[src/rtl/integrity_pkg.sv]
/*
  constants for the reset sequencer and integrity block: register map,
  field positions, reset values, sequence timing.
  assumes a 40 MHz cpu clock and a single 32-bit AHB-Lite master.
*/
package integrity_pkg;

  // ----------------------------------------------------------------
  // clock and timing
  // ----------------------------------------------------------------
  localparam int CLK_PERIOD_PS = 25000;
  // least width of the reset pin pulse that the device drives
  localparam int RST_OUT_MIN_NS = 20000;
  localparam int RST_OUT_MIN_CYC =
    (RST_OUT_MIN_NS * 1000 + CLK_PERIOD_PS - 1) / CLK_PERIOD_PS;
  localparam int ACT_CNT_W = 12;
  localparam logic [ACT_CNT_W-1:0] ACT_LAST =
    ACT_CNT_W'(RST_OUT_MIN_CYC - 1);

  // stabilisation delay lengths in cpu cycles
  localparam int DLY_CNT_W = 13;
  localparam logic [DLY_CNT_W-1:0] DLY_SHORT = 13'h0100;
  localparam logic [DLY_CNT_W-1:0] DLY_LONG = 13'h1000;

  // vector fetch: two cycles at the top word pair
  localparam logic [15:0] VEC_ADDR_LO = 16'hFFFE;
  localparam logic [15:0] VEC_ADDR_HI = 16'hFFFF;

  // ----------------------------------------------------------------
  // register map (byte addresses)
  // ----------------------------------------------------------------
  localparam logic [7:0] INTEGRITY_CTRL_STATUS_OFS = 8'h00;
  localparam logic [7:0] INTEGRITY_CTRL_STATUS_RST = 8'h00;

  // integrity_ctrl_status fields
  localparam int WDG_RF_BIT = 0;
  localparam int SAFE_ACT_BIT = 1;
  localparam int SAFE_IE_BIT = 2;
  localparam int LVD_RF_BIT = 4;
  localparam int WARN_FLAG_BIT = 5;
  localparam int WARN_IE_BIT = 6;

  // ----------------------------------------------------------------
  // sequencer states
  // ----------------------------------------------------------------
  typedef enum logic [1:0] {
    SEQ_RUN = 2'b00,
    SEQ_ACTIVE = 2'b01,
    SEQ_DELAY = 2'b10,
    SEQ_FETCH = 2'b11
  } seq_state_t;

endpackage

[src/rtl/reset_and_integrity_manager.sv]
/*
  reset sequencer plus supply warning and clock security logic, with an
  AHB-Lite slave for the integrity control and status register.
  assumes: analog comparators, clock detector and clock mux sit outside;
  option inputs are static straps; the reset pin is open-drain with an
  external pull-up, resolved by the surrounding wiring.
*/
// The placing of the registers and the AHB-Lite slave port were decided locally.
`timescale 1ns/1ps

module reset_and_integrity_manager #(
  parameter int HADDR_W = 32
) (
  // clock and power-on reset
  input wire logic MCLK_IN,
  input wire logic RSTN_IN,
  // AHB-Lite slave
  input wire logic HSEL_IN,
  input wire logic [HADDR_W-1:0] HADDR_IN,
  input wire logic [1:0] HTRANS_IN,
  input wire logic HWRITE_IN,
  input wire logic [2:0] HSIZE_IN,
  input wire logic [31:0] HWDATA_IN,
  input wire logic HREADY_IN,
  output logic [31:0] HRDATA_OUT,
  output logic HREADYOUT_OUT,
  output logic HRESP_OUT,
  // reset pin, open-drain
  input wire logic RST_PIN_IN,
  output logic RST_PIN_OUT,
  output logic RST_PIN_OE_OUT,
  // reset sources and option straps
  input wire logic WDOG_UNDERFLOW_IN,
  input wire logic LVD_RESET_IN,
  input wire logic OPT_LVD_EN_IN,
  input wire logic OPT_LONG_DELAY_IN,
  input wire logic OPT_CSS_EN_IN,
  input wire logic OPT_PLL_EN_IN,
  // supply warning comparator and clock detector
  input wire logic AVD_CMP_IN,
  input wire logic MAIN_CLK_OK_IN,
  // interrupt service and power mode
  input wire logic WARN_IRQ_ACK_IN,
  input wire logic DEEP_STOP_IN,
  // core side
  output logic CORE_RST_OUT,
  output logic VEC_FETCH_OUT,
  output logic [15:0] VEC_ADDR_OUT,
  output logic WARN_IRQ_OUT,
  output logic SAFE_IRQ_OUT,
  output logic WAKE_OUT,
  output logic SAFE_CLK_SEL_OUT,
  output logic GLITCH_FILT_EN_OUT
);

  // ----------------------------------------------------------------
  // elaboration checks
  // ----------------------------------------------------------------
  generate
    if (HADDR_W < 8) begin : g_bad_aw
      $error("HADDR_W must be at least 8");
    end
  endgenerate

  // ----------------------------------------------------------------
  // state
  // ----------------------------------------------------------------
  typedef struct packed {
    integrity_pkg::seq_state_t state;
    logic [integrity_pkg::ACT_CNT_W-1:0] act_cnt;
    logic [integrity_pkg::DLY_CNT_W-1:0] dly_cnt;
    logic fetch_second;
    logic pin_oe;
    logic core_rst;
    logic vec_fetch;
    logic [15:0] vec_addr;
    logic lvd_s1;
    logic lvd_s2;
    logic avd_s1;
    logic avd_s2;
    logic clk_s1;
    logic clk_s2;
    logic wdg_rf;
    logic lvd_rf;
    logic warn_ie;
    logic safe_ie;
    logic safe_act;
    logic safe_sel;
    logic warn_prev;
    logic warn_pend;
    logic wr_pend;
    logic wr_hit;
    logic [7:0] rdata;
  } regs_t;

  regs_t cur_ff;
  regs_t nxt_ff;
  logic ext_s1_ff;
  logic ext_s2_ff;
  logic ext_arst_n;

  // delay length chosen by the option strap
  function automatic logic [integrity_pkg::DLY_CNT_W-1:0] dly_len(
    input logic long_sel
  );
    dly_len = long_sel ? integrity_pkg::DLY_LONG : integrity_pkg::DLY_SHORT;
  endfunction

  // register hit decode on the low address byte
  function automatic logic reg_hit(input logic [7:0] a);
    reg_hit = (a == integrity_pkg::INTEGRITY_CTRL_STATUS_OFS);
  endfunction

  // ----------------------------------------------------------------
  // external reset pin capture
  // ----------------------------------------------------------------
  // a low pin clears both stages at once, no clock needed; the release
  // is resynchronised so the sequencer sees a clean level
  assign ext_arst_n = RSTN_IN & RST_PIN_IN;

  // asynchronous low capture, synchronous release
  always_ff @(posedge MCLK_IN or negedge ext_arst_n) begin
    if (!ext_arst_n) begin
      ext_s1_ff <= 1'b0;
      ext_s2_ff <= 1'b0;
    end else begin
      ext_s1_ff <= 1'b1;
      ext_s2_ff <= ext_s1_ff;
    end
  end

  // ----------------------------------------------------------------
  // next state
  // ----------------------------------------------------------------
  logic lvd_act;
  logic warn_flag;
  logic addr_ok;
  logic src_ext;
  logic src_wdg;
  logic start_seq;
  logic [7:0] status_val;

  always_comb begin
    nxt_ff = cur_ff;
    // synchronisers for the analog levels
    nxt_ff.lvd_s1 = LVD_RESET_IN;
    nxt_ff.lvd_s2 = cur_ff.lvd_s1;
    nxt_ff.avd_s1 = AVD_CMP_IN;
    nxt_ff.avd_s2 = cur_ff.avd_s1;
    nxt_ff.clk_s1 = MAIN_CLK_OK_IN;
    nxt_ff.clk_s2 = cur_ff.clk_s1;

    // low-voltage source exists only with its option
    lvd_act = cur_ff.lvd_s2 & OPT_LVD_EN_IN;
    // warning flag follows the comparator, only with that option
    warn_flag = cur_ff.avd_s2 & OPT_LVD_EN_IN;

    // pin is our own output outside run, so it is only a source in run
    src_ext = (cur_ff.state == integrity_pkg::SEQ_RUN) & ~ext_s2_ff;
    src_wdg = WDOG_UNDERFLOW_IN;
    start_seq = lvd_act | src_wdg | src_ext;

    // reset sequencer
    nxt_ff.vec_fetch = 1'b0;
    nxt_ff.vec_addr = 16'h0000;
    case (cur_ff.state)
      integrity_pkg::SEQ_RUN: begin
        nxt_ff.act_cnt = '0;
      end
      integrity_pkg::SEQ_ACTIVE: begin
        // stretch to the least output width, longer while supply is low
        if (cur_ff.act_cnt != integrity_pkg::ACT_LAST) begin
          nxt_ff.act_cnt = cur_ff.act_cnt + 1'b1;
        end else if (!lvd_act) begin
          nxt_ff.state = integrity_pkg::SEQ_DELAY;
          nxt_ff.dly_cnt = '0;
        end
      end
      integrity_pkg::SEQ_DELAY: begin
        if (cur_ff.dly_cnt == dly_len(OPT_LONG_DELAY_IN) - 1'b1) begin
          nxt_ff.state = integrity_pkg::SEQ_FETCH;
          nxt_ff.fetch_second = 1'b0;
          nxt_ff.vec_fetch = 1'b1;
          nxt_ff.vec_addr = integrity_pkg::VEC_ADDR_LO;
        end else begin
          nxt_ff.dly_cnt = cur_ff.dly_cnt + 1'b1;
        end
      end
      integrity_pkg::SEQ_FETCH: begin
        // two fetch cycles, then normal execution
        if (!cur_ff.fetch_second) begin
          nxt_ff.fetch_second = 1'b1;
          nxt_ff.vec_fetch = 1'b1;
          nxt_ff.vec_addr = integrity_pkg::VEC_ADDR_HI;
        end else begin
          nxt_ff.state = integrity_pkg::SEQ_RUN;
        end
      end
      default: begin
        nxt_ff.state = integrity_pkg::SEQ_RUN;
      end
    endcase

    // any source restarts the sequence from the active phase
    if (start_seq) begin
      nxt_ff.state = integrity_pkg::SEQ_ACTIVE;
      nxt_ff.act_cnt = '0;
      nxt_ff.vec_fetch = 1'b0;
      nxt_ff.vec_addr = 16'h0000;
      nxt_ff.warn_ie = 1'b0;
      nxt_ff.safe_ie = 1'b0;
    end

    // pin driven low through active and delay phases
    nxt_ff.pin_oe = (nxt_ff.state == integrity_pkg::SEQ_ACTIVE) |
                    (nxt_ff.state == integrity_pkg::SEQ_DELAY);
    nxt_ff.core_rst = (nxt_ff.state != integrity_pkg::SEQ_RUN);

    // clock security: follow the detector, back automatically
    nxt_ff.safe_sel = OPT_CSS_EN_IN & ~cur_ff.clk_s2;

    // bus address phase
    addr_ok = HSEL_IN & HREADY_IN & HTRANS_IN[1];
    status_val = 8'h00;
    status_val[integrity_pkg::WARN_IE_BIT] = cur_ff.warn_ie;
    status_val[integrity_pkg::WARN_FLAG_BIT] = warn_flag;
    status_val[integrity_pkg::LVD_RF_BIT] = cur_ff.lvd_rf;
    status_val[integrity_pkg::SAFE_IE_BIT] = cur_ff.safe_ie;
    status_val[integrity_pkg::SAFE_ACT_BIT] = cur_ff.safe_act & OPT_CSS_EN_IN;
    status_val[integrity_pkg::WDG_RF_BIT] = cur_ff.wdg_rf;
    nxt_ff.wr_pend = addr_ok & HWRITE_IN;
    nxt_ff.wr_hit = addr_ok & HWRITE_IN & reg_hit(HADDR_IN[7:0]);
    if (addr_ok & ~HWRITE_IN & reg_hit(HADDR_IN[7:0])) begin
      nxt_ff.rdata = status_val;
    end else begin
      nxt_ff.rdata = 8'h00;
    end

    // safe clock flag: read clears after recovery, set wins
    if (addr_ok & ~HWRITE_IN & reg_hit(HADDR_IN[7:0]) & cur_ff.clk_s2) begin
      nxt_ff.safe_act = 1'b0;
    end

    // bus data phase: write enables, write zero clears the reset cause flags
    if (cur_ff.wr_hit) begin
      nxt_ff.warn_ie = HWDATA_IN[integrity_pkg::WARN_IE_BIT];
      nxt_ff.safe_ie = HWDATA_IN[integrity_pkg::SAFE_IE_BIT];
      if (!HWDATA_IN[integrity_pkg::LVD_RF_BIT]) begin
        nxt_ff.lvd_rf = 1'b0;
      end
      if (!HWDATA_IN[integrity_pkg::WDG_RF_BIT]) begin
        nxt_ff.wdg_rf = 1'b0;
      end
    end
    if (start_seq) begin
      nxt_ff.warn_ie = 1'b0;
      nxt_ff.safe_ie = 1'b0;
    end

    // reset cause flags, set wins over a write of zero
    if (lvd_act) begin
      nxt_ff.lvd_rf = 1'b1;
      nxt_ff.wdg_rf = 1'b0;
    end else if (src_wdg) begin
      nxt_ff.wdg_rf = 1'b1;
    end

    // hardware sets the flag while the safe clock runs
    if (cur_ff.safe_sel) begin
      nxt_ff.safe_act = 1'b1;
    end
    if (!OPT_CSS_EN_IN) begin
      nxt_ff.safe_act = 1'b0;
    end

    // supply warning request: toggle in run, or enable while flagged
    nxt_ff.warn_prev = warn_flag;
    if (WARN_IRQ_ACK_IN) begin
      nxt_ff.warn_pend = 1'b0;
    end
    if (cur_ff.state != integrity_pkg::SEQ_RUN) begin
      nxt_ff.warn_pend = 1'b0;
    end else if (nxt_ff.warn_ie & (warn_flag != cur_ff.warn_prev)) begin
      nxt_ff.warn_pend = 1'b1;
    end else if (nxt_ff.warn_ie & ~cur_ff.warn_ie & warn_flag) begin
      nxt_ff.warn_pend = 1'b1;
    end
    if (!nxt_ff.warn_ie | ~OPT_LVD_EN_IN) begin
      nxt_ff.warn_pend = 1'b0;
    end
  end

  // ----------------------------------------------------------------
  // state register
  // ----------------------------------------------------------------
  always_ff @(posedge MCLK_IN or negedge RSTN_IN) begin
    if (!RSTN_IN) begin
      cur_ff <= '{
        state: integrity_pkg::SEQ_ACTIVE,
        act_cnt: '0,
        dly_cnt: '0,
        fetch_second: 1'b0,
        pin_oe: 1'b1,
        core_rst: 1'b1,
        vec_fetch: 1'b0,
        vec_addr: 16'h0000,
        lvd_s1: 1'b0,
        lvd_s2: 1'b0,
        avd_s1: 1'b0,
        avd_s2: 1'b0,
        clk_s1: 1'b1,
        clk_s2: 1'b1,
        wdg_rf: 1'b0,
        lvd_rf: 1'b0,
        warn_ie: 1'b0,
        safe_ie: 1'b0,
        safe_act: 1'b0,
        safe_sel: 1'b0,
        warn_prev: 1'b0,
        warn_pend: 1'b0,
        wr_pend: 1'b0,
        wr_hit: 1'b0,
        rdata: integrity_pkg::INTEGRITY_CTRL_STATUS_RST
      };
    end else begin
      cur_ff <= nxt_ff;
    end
  end

  // ----------------------------------------------------------------
  // outputs
  // ----------------------------------------------------------------
  // bus answers: zero wait, always okay, unmapped reads zero
  assign HRDATA_OUT = {24'h000000, cur_ff.rdata};
  assign HREADYOUT_OUT = 1'b1;
  assign HRESP_OUT = 1'b0;

  // open-drain pin: drive low only
  assign RST_PIN_OUT = 1'b0;
  assign RST_PIN_OE_OUT = cur_ff.pin_oe;

  // core side sequence outputs
  assign CORE_RST_OUT = cur_ff.core_rst;
  assign VEC_FETCH_OUT = cur_ff.vec_fetch;
  assign VEC_ADDR_OUT = cur_ff.vec_addr;

  // interrupts and wake-up
  assign WARN_IRQ_OUT = cur_ff.warn_pend;
  assign SAFE_IRQ_OUT = cur_ff.safe_ie & cur_ff.safe_act &
                        OPT_CSS_EN_IN;
  assign WAKE_OUT = (WARN_IRQ_OUT | SAFE_IRQ_OUT) & ~DEEP_STOP_IN;

  // clock control
  assign SAFE_CLK_SEL_OUT = cur_ff.safe_sel;
  assign GLITCH_FILT_EN_OUT = OPT_PLL_EN_IN;

endmodule // reset_and_integrity_manager

[config.mk]
export PLATFORM = sky130hd
export DESIGN_NAME = reset_and_integrity_manager
export DESIGN_NICKNAME = d
export VERILOG_FILES = /design/src/rtl/integrity_pkg.sv /design/src/rtl/reset_and_integrity_manager.sv
export SDC_FILE = /design/constraint.sdc
export NUM_CORES = 1
export LEC_CHECK = 0
export ABC_AREA = 1
export ABC_CLOCK_PERIOD_IN_PS = 6050
export BUFFER_PORTS_ARGS = -buffer_cell sky130_fd_sc_hd__buf_4
export CORE_MARGIN = 2
export CORE_UTILIZATION = 51
export DETAILED_ROUTE_END_ITERATION = 6
export PLACE_DENSITY = 0.86
export SETUP_SLACK_MARGIN = 0.05
export SYNTH_ARGS = -nofsm -noshare
export SYNTH_HDL_FRONTEND = slang
export SYNTH_SLANG_ARGS = --single-unit
[constraint.sdc]
create_clock -name MCLK_IN -period 6.05 [get_ports MCLK_IN]
set_clock_uncertainty 0.2 [all_clocks]
set_input_delay 1.21 -clock MCLK_IN [delete_from_list [all_inputs] [get_ports MCLK_IN]]
set_output_delay 1.21 -clock MCLK_IN [all_outputs]
set_load 0.01 [all_outputs]
Word level (Yosys, flattened, before mapping)
Cells that the tools add are included.
{ "word_totals": {"ram_bits": 0, "latch_bits": 0, "reg_bits": 72, "word_cells": 128, "mem_bits_ro": 0, "in_bits": 85, "memories": 0} }
{ "classes": {"div_mod_pow": 0, "add_sub_neg": 3, "eq_ne": 16, "n_reduce_logical": 17, "bitwise": 30, "mux": 36, "magnitude_cmp": 0, "shifts": 0, "n_mul": 0} }
{ "ops": {"columns": ["operator", "count"], "rows": [
  ["$mux W13", 4],
  ["$mux W17", 3],
  ["$pmux W17 S2", 1],
  ["$pmux W13 S2", 1],
  ["$pmux W12 S2", 1],
  ["$and A1 B1 Y1", 19],
  ["$mux W1", 14],
  ["$mux W14", 1],
  ["$add A13 B1 Y13 const B", 1],
  ["$eq A13 B13 Y1", 1],
  ["$sub A13 B1 Y13 const B", 1],
  ["$add A12 B1 Y12 const B", 1],
  ["$mux W12", 1],
  ["$mux W2", 6],
  ["$ne A12 B10 Y1 const B", 1],
  ["$reduce_bool A2 Y1", 6],
  ["$logic_not A8 Y1", 1],
  ["$ne A2 B2 Y1 const B", 4],
  ["$reduce_and A2 Y1", 4],
  ["$mux W7", 1],
  ["$eq A2 B2 Y1 const B", 3],
  ["$ne A3 B1 Y1 const B", 2],
  ["$not A1 Y1", 6],
  ["$pmux W2 S3", 1],
  ["12 further kinds", 18]
]} }

Longest topological paths before layout
{ "depth": {"ltp_word": 12, "depth_mapped": 11} }

Least setup slack after synthesis
OpenSTA, ideal clock, no wires.
{ "synth_path": {"path_kind": "input-to-output", "from": "input OPT_CSS_EN_IN", "to": "output WAKE_OUT", "cell_stages": 4, "n_path_buf": 0, "path_slack_ps": 2772, "arrival_ps": 1868, "cell_sequence": "inv_1 -> nor3_1 -> inv_1 -> a21oi_1"} }
{ "synth_via": {"elab_chain_cells": 3} }
{ "synth_lines": {"columns": ["item", "line_no", "source"], "rows": [
  ["start: declaration", "reset_and_integrity_manager.sv:37", "input wire logic OPT_CSS_EN_IN,"],
  ["$and A1 B1 Y1", "reset_and_integrity_manager.sv:349", "assign SAFE_IRQ_OUT = cur_ff.safe_ie & cur_ff.safe_act &"],
  ["named net SAFE_IRQ_OUT", "reset_and_integrity_manager.sv:50", "output logic SAFE_IRQ_OUT,"],
  ["$or A1 B1 Y1", "reset_and_integrity_manager.sv:351", "assign WAKE_OUT = (WARN_IRQ_OUT | SAFE_IRQ_OUT) & ~DEEP_STOP_IN;"],
  ["$and A1 B1 Y1", "reset_and_integrity_manager.sv:351", null],
  ["end: declaration", "reset_and_integrity_manager.sv:51", "output logic WAKE_OUT,"]
]} }
The timed path passes the listed nets, and every way through them passes these cells.

Final worst setup path
{ "layout_path": {"from": "input OPT_CSS_EN_IN", "to": "output WAKE_OUT"} }
{ "layout_via": {"elab_chain_cells": 3} }
{ "layout_lines": {"columns": ["item", "line_no"], "rows": [
  ["$and A1 B1 Y1", "reset_and_integrity_manager.sv:349"],
  ["$or A1 B1 Y1", "reset_and_integrity_manager.sv:351"],
  ["$and A1 B1 Y1", "reset_and_integrity_manager.sv:351"]
]} }
No other way between the ends.

==> reports/qor.csv <==
stage;metric;value;unit
route;vias per inst;5.017;
logic_synthesis;Yosys warning total;0;
layout;most frequent cells in the layout;nand2_1, buf_4, inv_1;
layout;Layout Nets;535;
logic_synthesis;syn_area_per_cell;7.796;um^2
layout;Top reg by flops;cur_ff;
logic_synthesis;ys async rst share;100.0;%
power_and_ir_drop;PD cells;179.3;mW/mm^2
worst_setup_path;r2r setup slk;3.36;ns
worst_setup_path;reg2reg start;cur_ff[69]$_DFF_PN1_;
sta;fin crit share;54.61;%
route;DRT iter0 DRCs;182;
global_route;antenna violations before repair;0;
cts;H-Tree Depth;2;
placement;buffers added on ports;56;
worst_setup_path;CP Data Arrival Time;1.89;ns
route;DRC Markers;0;
global_route;largest net degree at the start of global routing;55;
logic_synthesis;Yosys cell types;28;
cts;clock buffer depth;2;
placement;post-DP HPWL;4791;um
floorplan;Die W;83.36;um
layout;multi-input logic area;0.001318;mm^2
worst_setup_path;reg2reg path depth;8;
logic_synthesis;area of the mapped netlist;0.003212;mm^2
floorplan;chip height;83.36;um
global_route;vias in the first global route;2500;
power_and_ir_drop;Comb power frac;6.9;%
global_route;first-pass GRT wire length;10910;um
power_and_ir_drop;sw power;156.9;uW
logic_synthesis;Seq/Total Area, Yosys;43.05;%
cts;cts bufs inserted;5;
power_and_ir_drop;VDD IR max;0.1480;mV
logic_synthesis;Seq cells post-synth;55;
cts;Root Driver;clkbuf_8;
layout;area grow syn2layout;8.999;%
power_and_ir_drop;Clk pwr share;33.1;%
layout;Finished Cell Area;0.003501;mm^2
floorplan;Initial Util;53.61;%
cts;CTS Sinks;55;
sta;Final Hold Fails;0;
sta;Fmax;302.7;MHz
route;Total Routed Length;6449;um
layout;Finished Layout Cells;523;
power_and_ir_drop;Pint;470.8;uW
cts;post-cts resize count;0;
cts;cts hold-fix bufs;0;
layout;post-layout util;58.44;%
route;wire length per cell;12.33;um
route;routed via count;2624;
worst_setup_path;Worst Setup End Kind;output pin;
power_and_ir_drop;share of power burned in registers;60.0;%
power_and_ir_drop;switch share;25.00;%
logic_synthesis;Post-synth EDFFs;0;
layout;layout cells sized above 1;19.42;%
worst_setup_path;Req. time, crit path;4.64;ns
cts;setup bufs post-CTS;0;
hold_path;Min-Delay Path Class;reg -> reg;
logic_synthesis;top_reg_cell synth;dfrtp_1;
sta;Worst Tran Pin Value;0.9339;ns
layout;FILL cells;522;
hold_path;min-delay src;cur_ff[19]$_DFF_PN1_;
layout;max FFs per register;41;
sta;Max-Slew Margin vs Limit;37.51;%
cts;CTS tree;built;
sta;Final min period;3.304;ns
worst_setup_path;CP Max Fanout;4;
route;TritonRoute pass-1 iters;4;
sta;RSZ-0062 raised after global routing;no;
sta;Final Max Slew Viols;0;
floorplan;Core Box Area;0.005991;mm^2
global_route;gr usage total;18.89;%
hold_path;Worst Hold End;cur_ff[18]$_DFF_PN1_;
logic_synthesis;Post-Syn Instances;412;
layout;register area;0.001383;mm^2
worst_setup_path;startpoint types;primary input;
global_route;total grt overflow;0;
worst_setup_path;CP Class;in -> out;
floorplan;io pins;144;
sta;setup_tns;0;ns
floorplan;die area;0.006949;mm^2
placement;Cells after DPL;515;
hold_path;Hold Path Stages;0;
cts;clk_lat worst skew;0.32;ns
placement;Placement Cell Area;0.003413;mm^2
layout;ant diodes;0;
sta;Setup-failing EPs final;0;
worst_setup_path;capturing point of the worst reg2reg path;RST_PIN_OE_OUT$_DFF_PN1_;
status;status;complete, no violations;
flow_run;MaxCap Viol Count;0;
floorplan;Cell Rows;28;
layout;most common cell after layout, fill and taps aside;nand2_1;
cts;Worst-path clk slew;0.10;ns
power_and_ir_drop;Leak;0.001735;uW
placement;GPL Wtd Cong;0.9305;
route;post-route antenna net violation count;0;
layout make-up:
| type | count | area share [%] |
|---|---|---|
| clock buffer | 5 | 1.966 |
| clock inverter | 3 | 0.5361 |
| inverter | 53 | 5.683 |
| multi-input combinational | 276 | 37.63 |
| sequential | 55 | 39.49 |
| tap | 75 | 2.680 |
| timing repair buffer | 56 | 12.01 |
worst max-delay path, stage by stage:
cell     delay (ns)
buf_4          0.08
inv_1          0.07
nor3_1         0.19
inv_1          0.07
a21oi_1        0.14
buf_4          0.14
how the worst max path moves through the flow:
stage / cells after the start / endpoint / slack (ns) / start
after floorplan: 4 / WAKE_OUT / 2.77 / OPT_CSS_EN_IN
after global placement: 8 / RST_PIN_OE_OUT$_DFF_PN1_ / 2.63 / OPT_LVD_EN_IN
after detailed placement: 8 / RST_PIN_OE_OUT$_DFF_PN1_ / 2.53 / OPT_LVD_EN_IN
after CTS: 6 / WAKE_OUT / 2.74 / OPT_CSS_EN_IN
after global routing: 6 / WAKE_OUT / 2.63 / OPT_CSS_EN_IN
final: 6 / WAKE_OUT / 2.75 / OPT_CSS_EN_IN
per-stage QoR:
stage,hold slack (ns),total power [uW],setup WS [ns]
detailed placement,0.1396,427.4,2.531
floorplan,0.1312,416.6,2.772
finish,0.1562,627.8,2.746
global route,0.1614,652.2,2.629
global placement,0.1355,425.6,2.630
CTS,0.1626,633.9,2.737
cells by family (layout without fill, tap and decap cells):
family	after synthesis	in the layout	synth area share, %
AO/OA/AOI/OAI	36	36	6.311
buffers and inverters	109	117	19.20
adder cells (fa/ha/maj)	3	3	1.169
other	2	30	0.2338
AND/OR/NAND/NOR	204	204	29.22
XOR/XNOR	3	3	0.8182
flip-flops	55	55	43.05
power groups by stage:
stage	clock (uW)	sequential, uW	combinational (uW)
5_1_grt	225	377	49.4
3_5_place_dp	0	384	43.5
3_3_place_gp	0	384	42.1
6_report	208	377	43.3
4_1_cts	214	377	43.5
2_1_floorplan	0	383	33.4
metal layers:
metal	GRT usage (%)	vias up	share of wire (%)
met3	5.169	9	7.4
met1	23.21	1208	41
met5	0	-	0
met4	6.557	0	0.99
met2	31.96	104	51
li1	-	1303	-
synth_stat cells, types with 2 or more instances:
library cell | number | share of area, %
nand2_1 | 82 | 9.6
buf_4 | 53 | 12
inv_1 | 51 | 6.0
dfrtp_1 | 50 | 39
nor2_1 | 45 | 5.3
nand3_1 | 38 | 5.9
o21ai_0 | 23 | 3.6
nand4_1 | 19 | 3.7
a21oi_1 | 6 | 0.93
nor3_1 | 6 | 0.93
dfstp_2 | 5 | 4.1
nand2_2 | 4 | 0.78
ha_1 | 3 | 1.2
nor2_2 | 3 | 0.58
o21ai_2 | 3 | 0.82
o21bai_1 | 3 | 0.70
xor2_1 | 3 | 0.82
conb_1 | 2 | 0.23
inv_2 | 2 | 0.23
nand2_4 | 2 | 0.70
nor2_4 | 2 | 0.70
No activity file was read; power rests on OpenSTA's default activity.
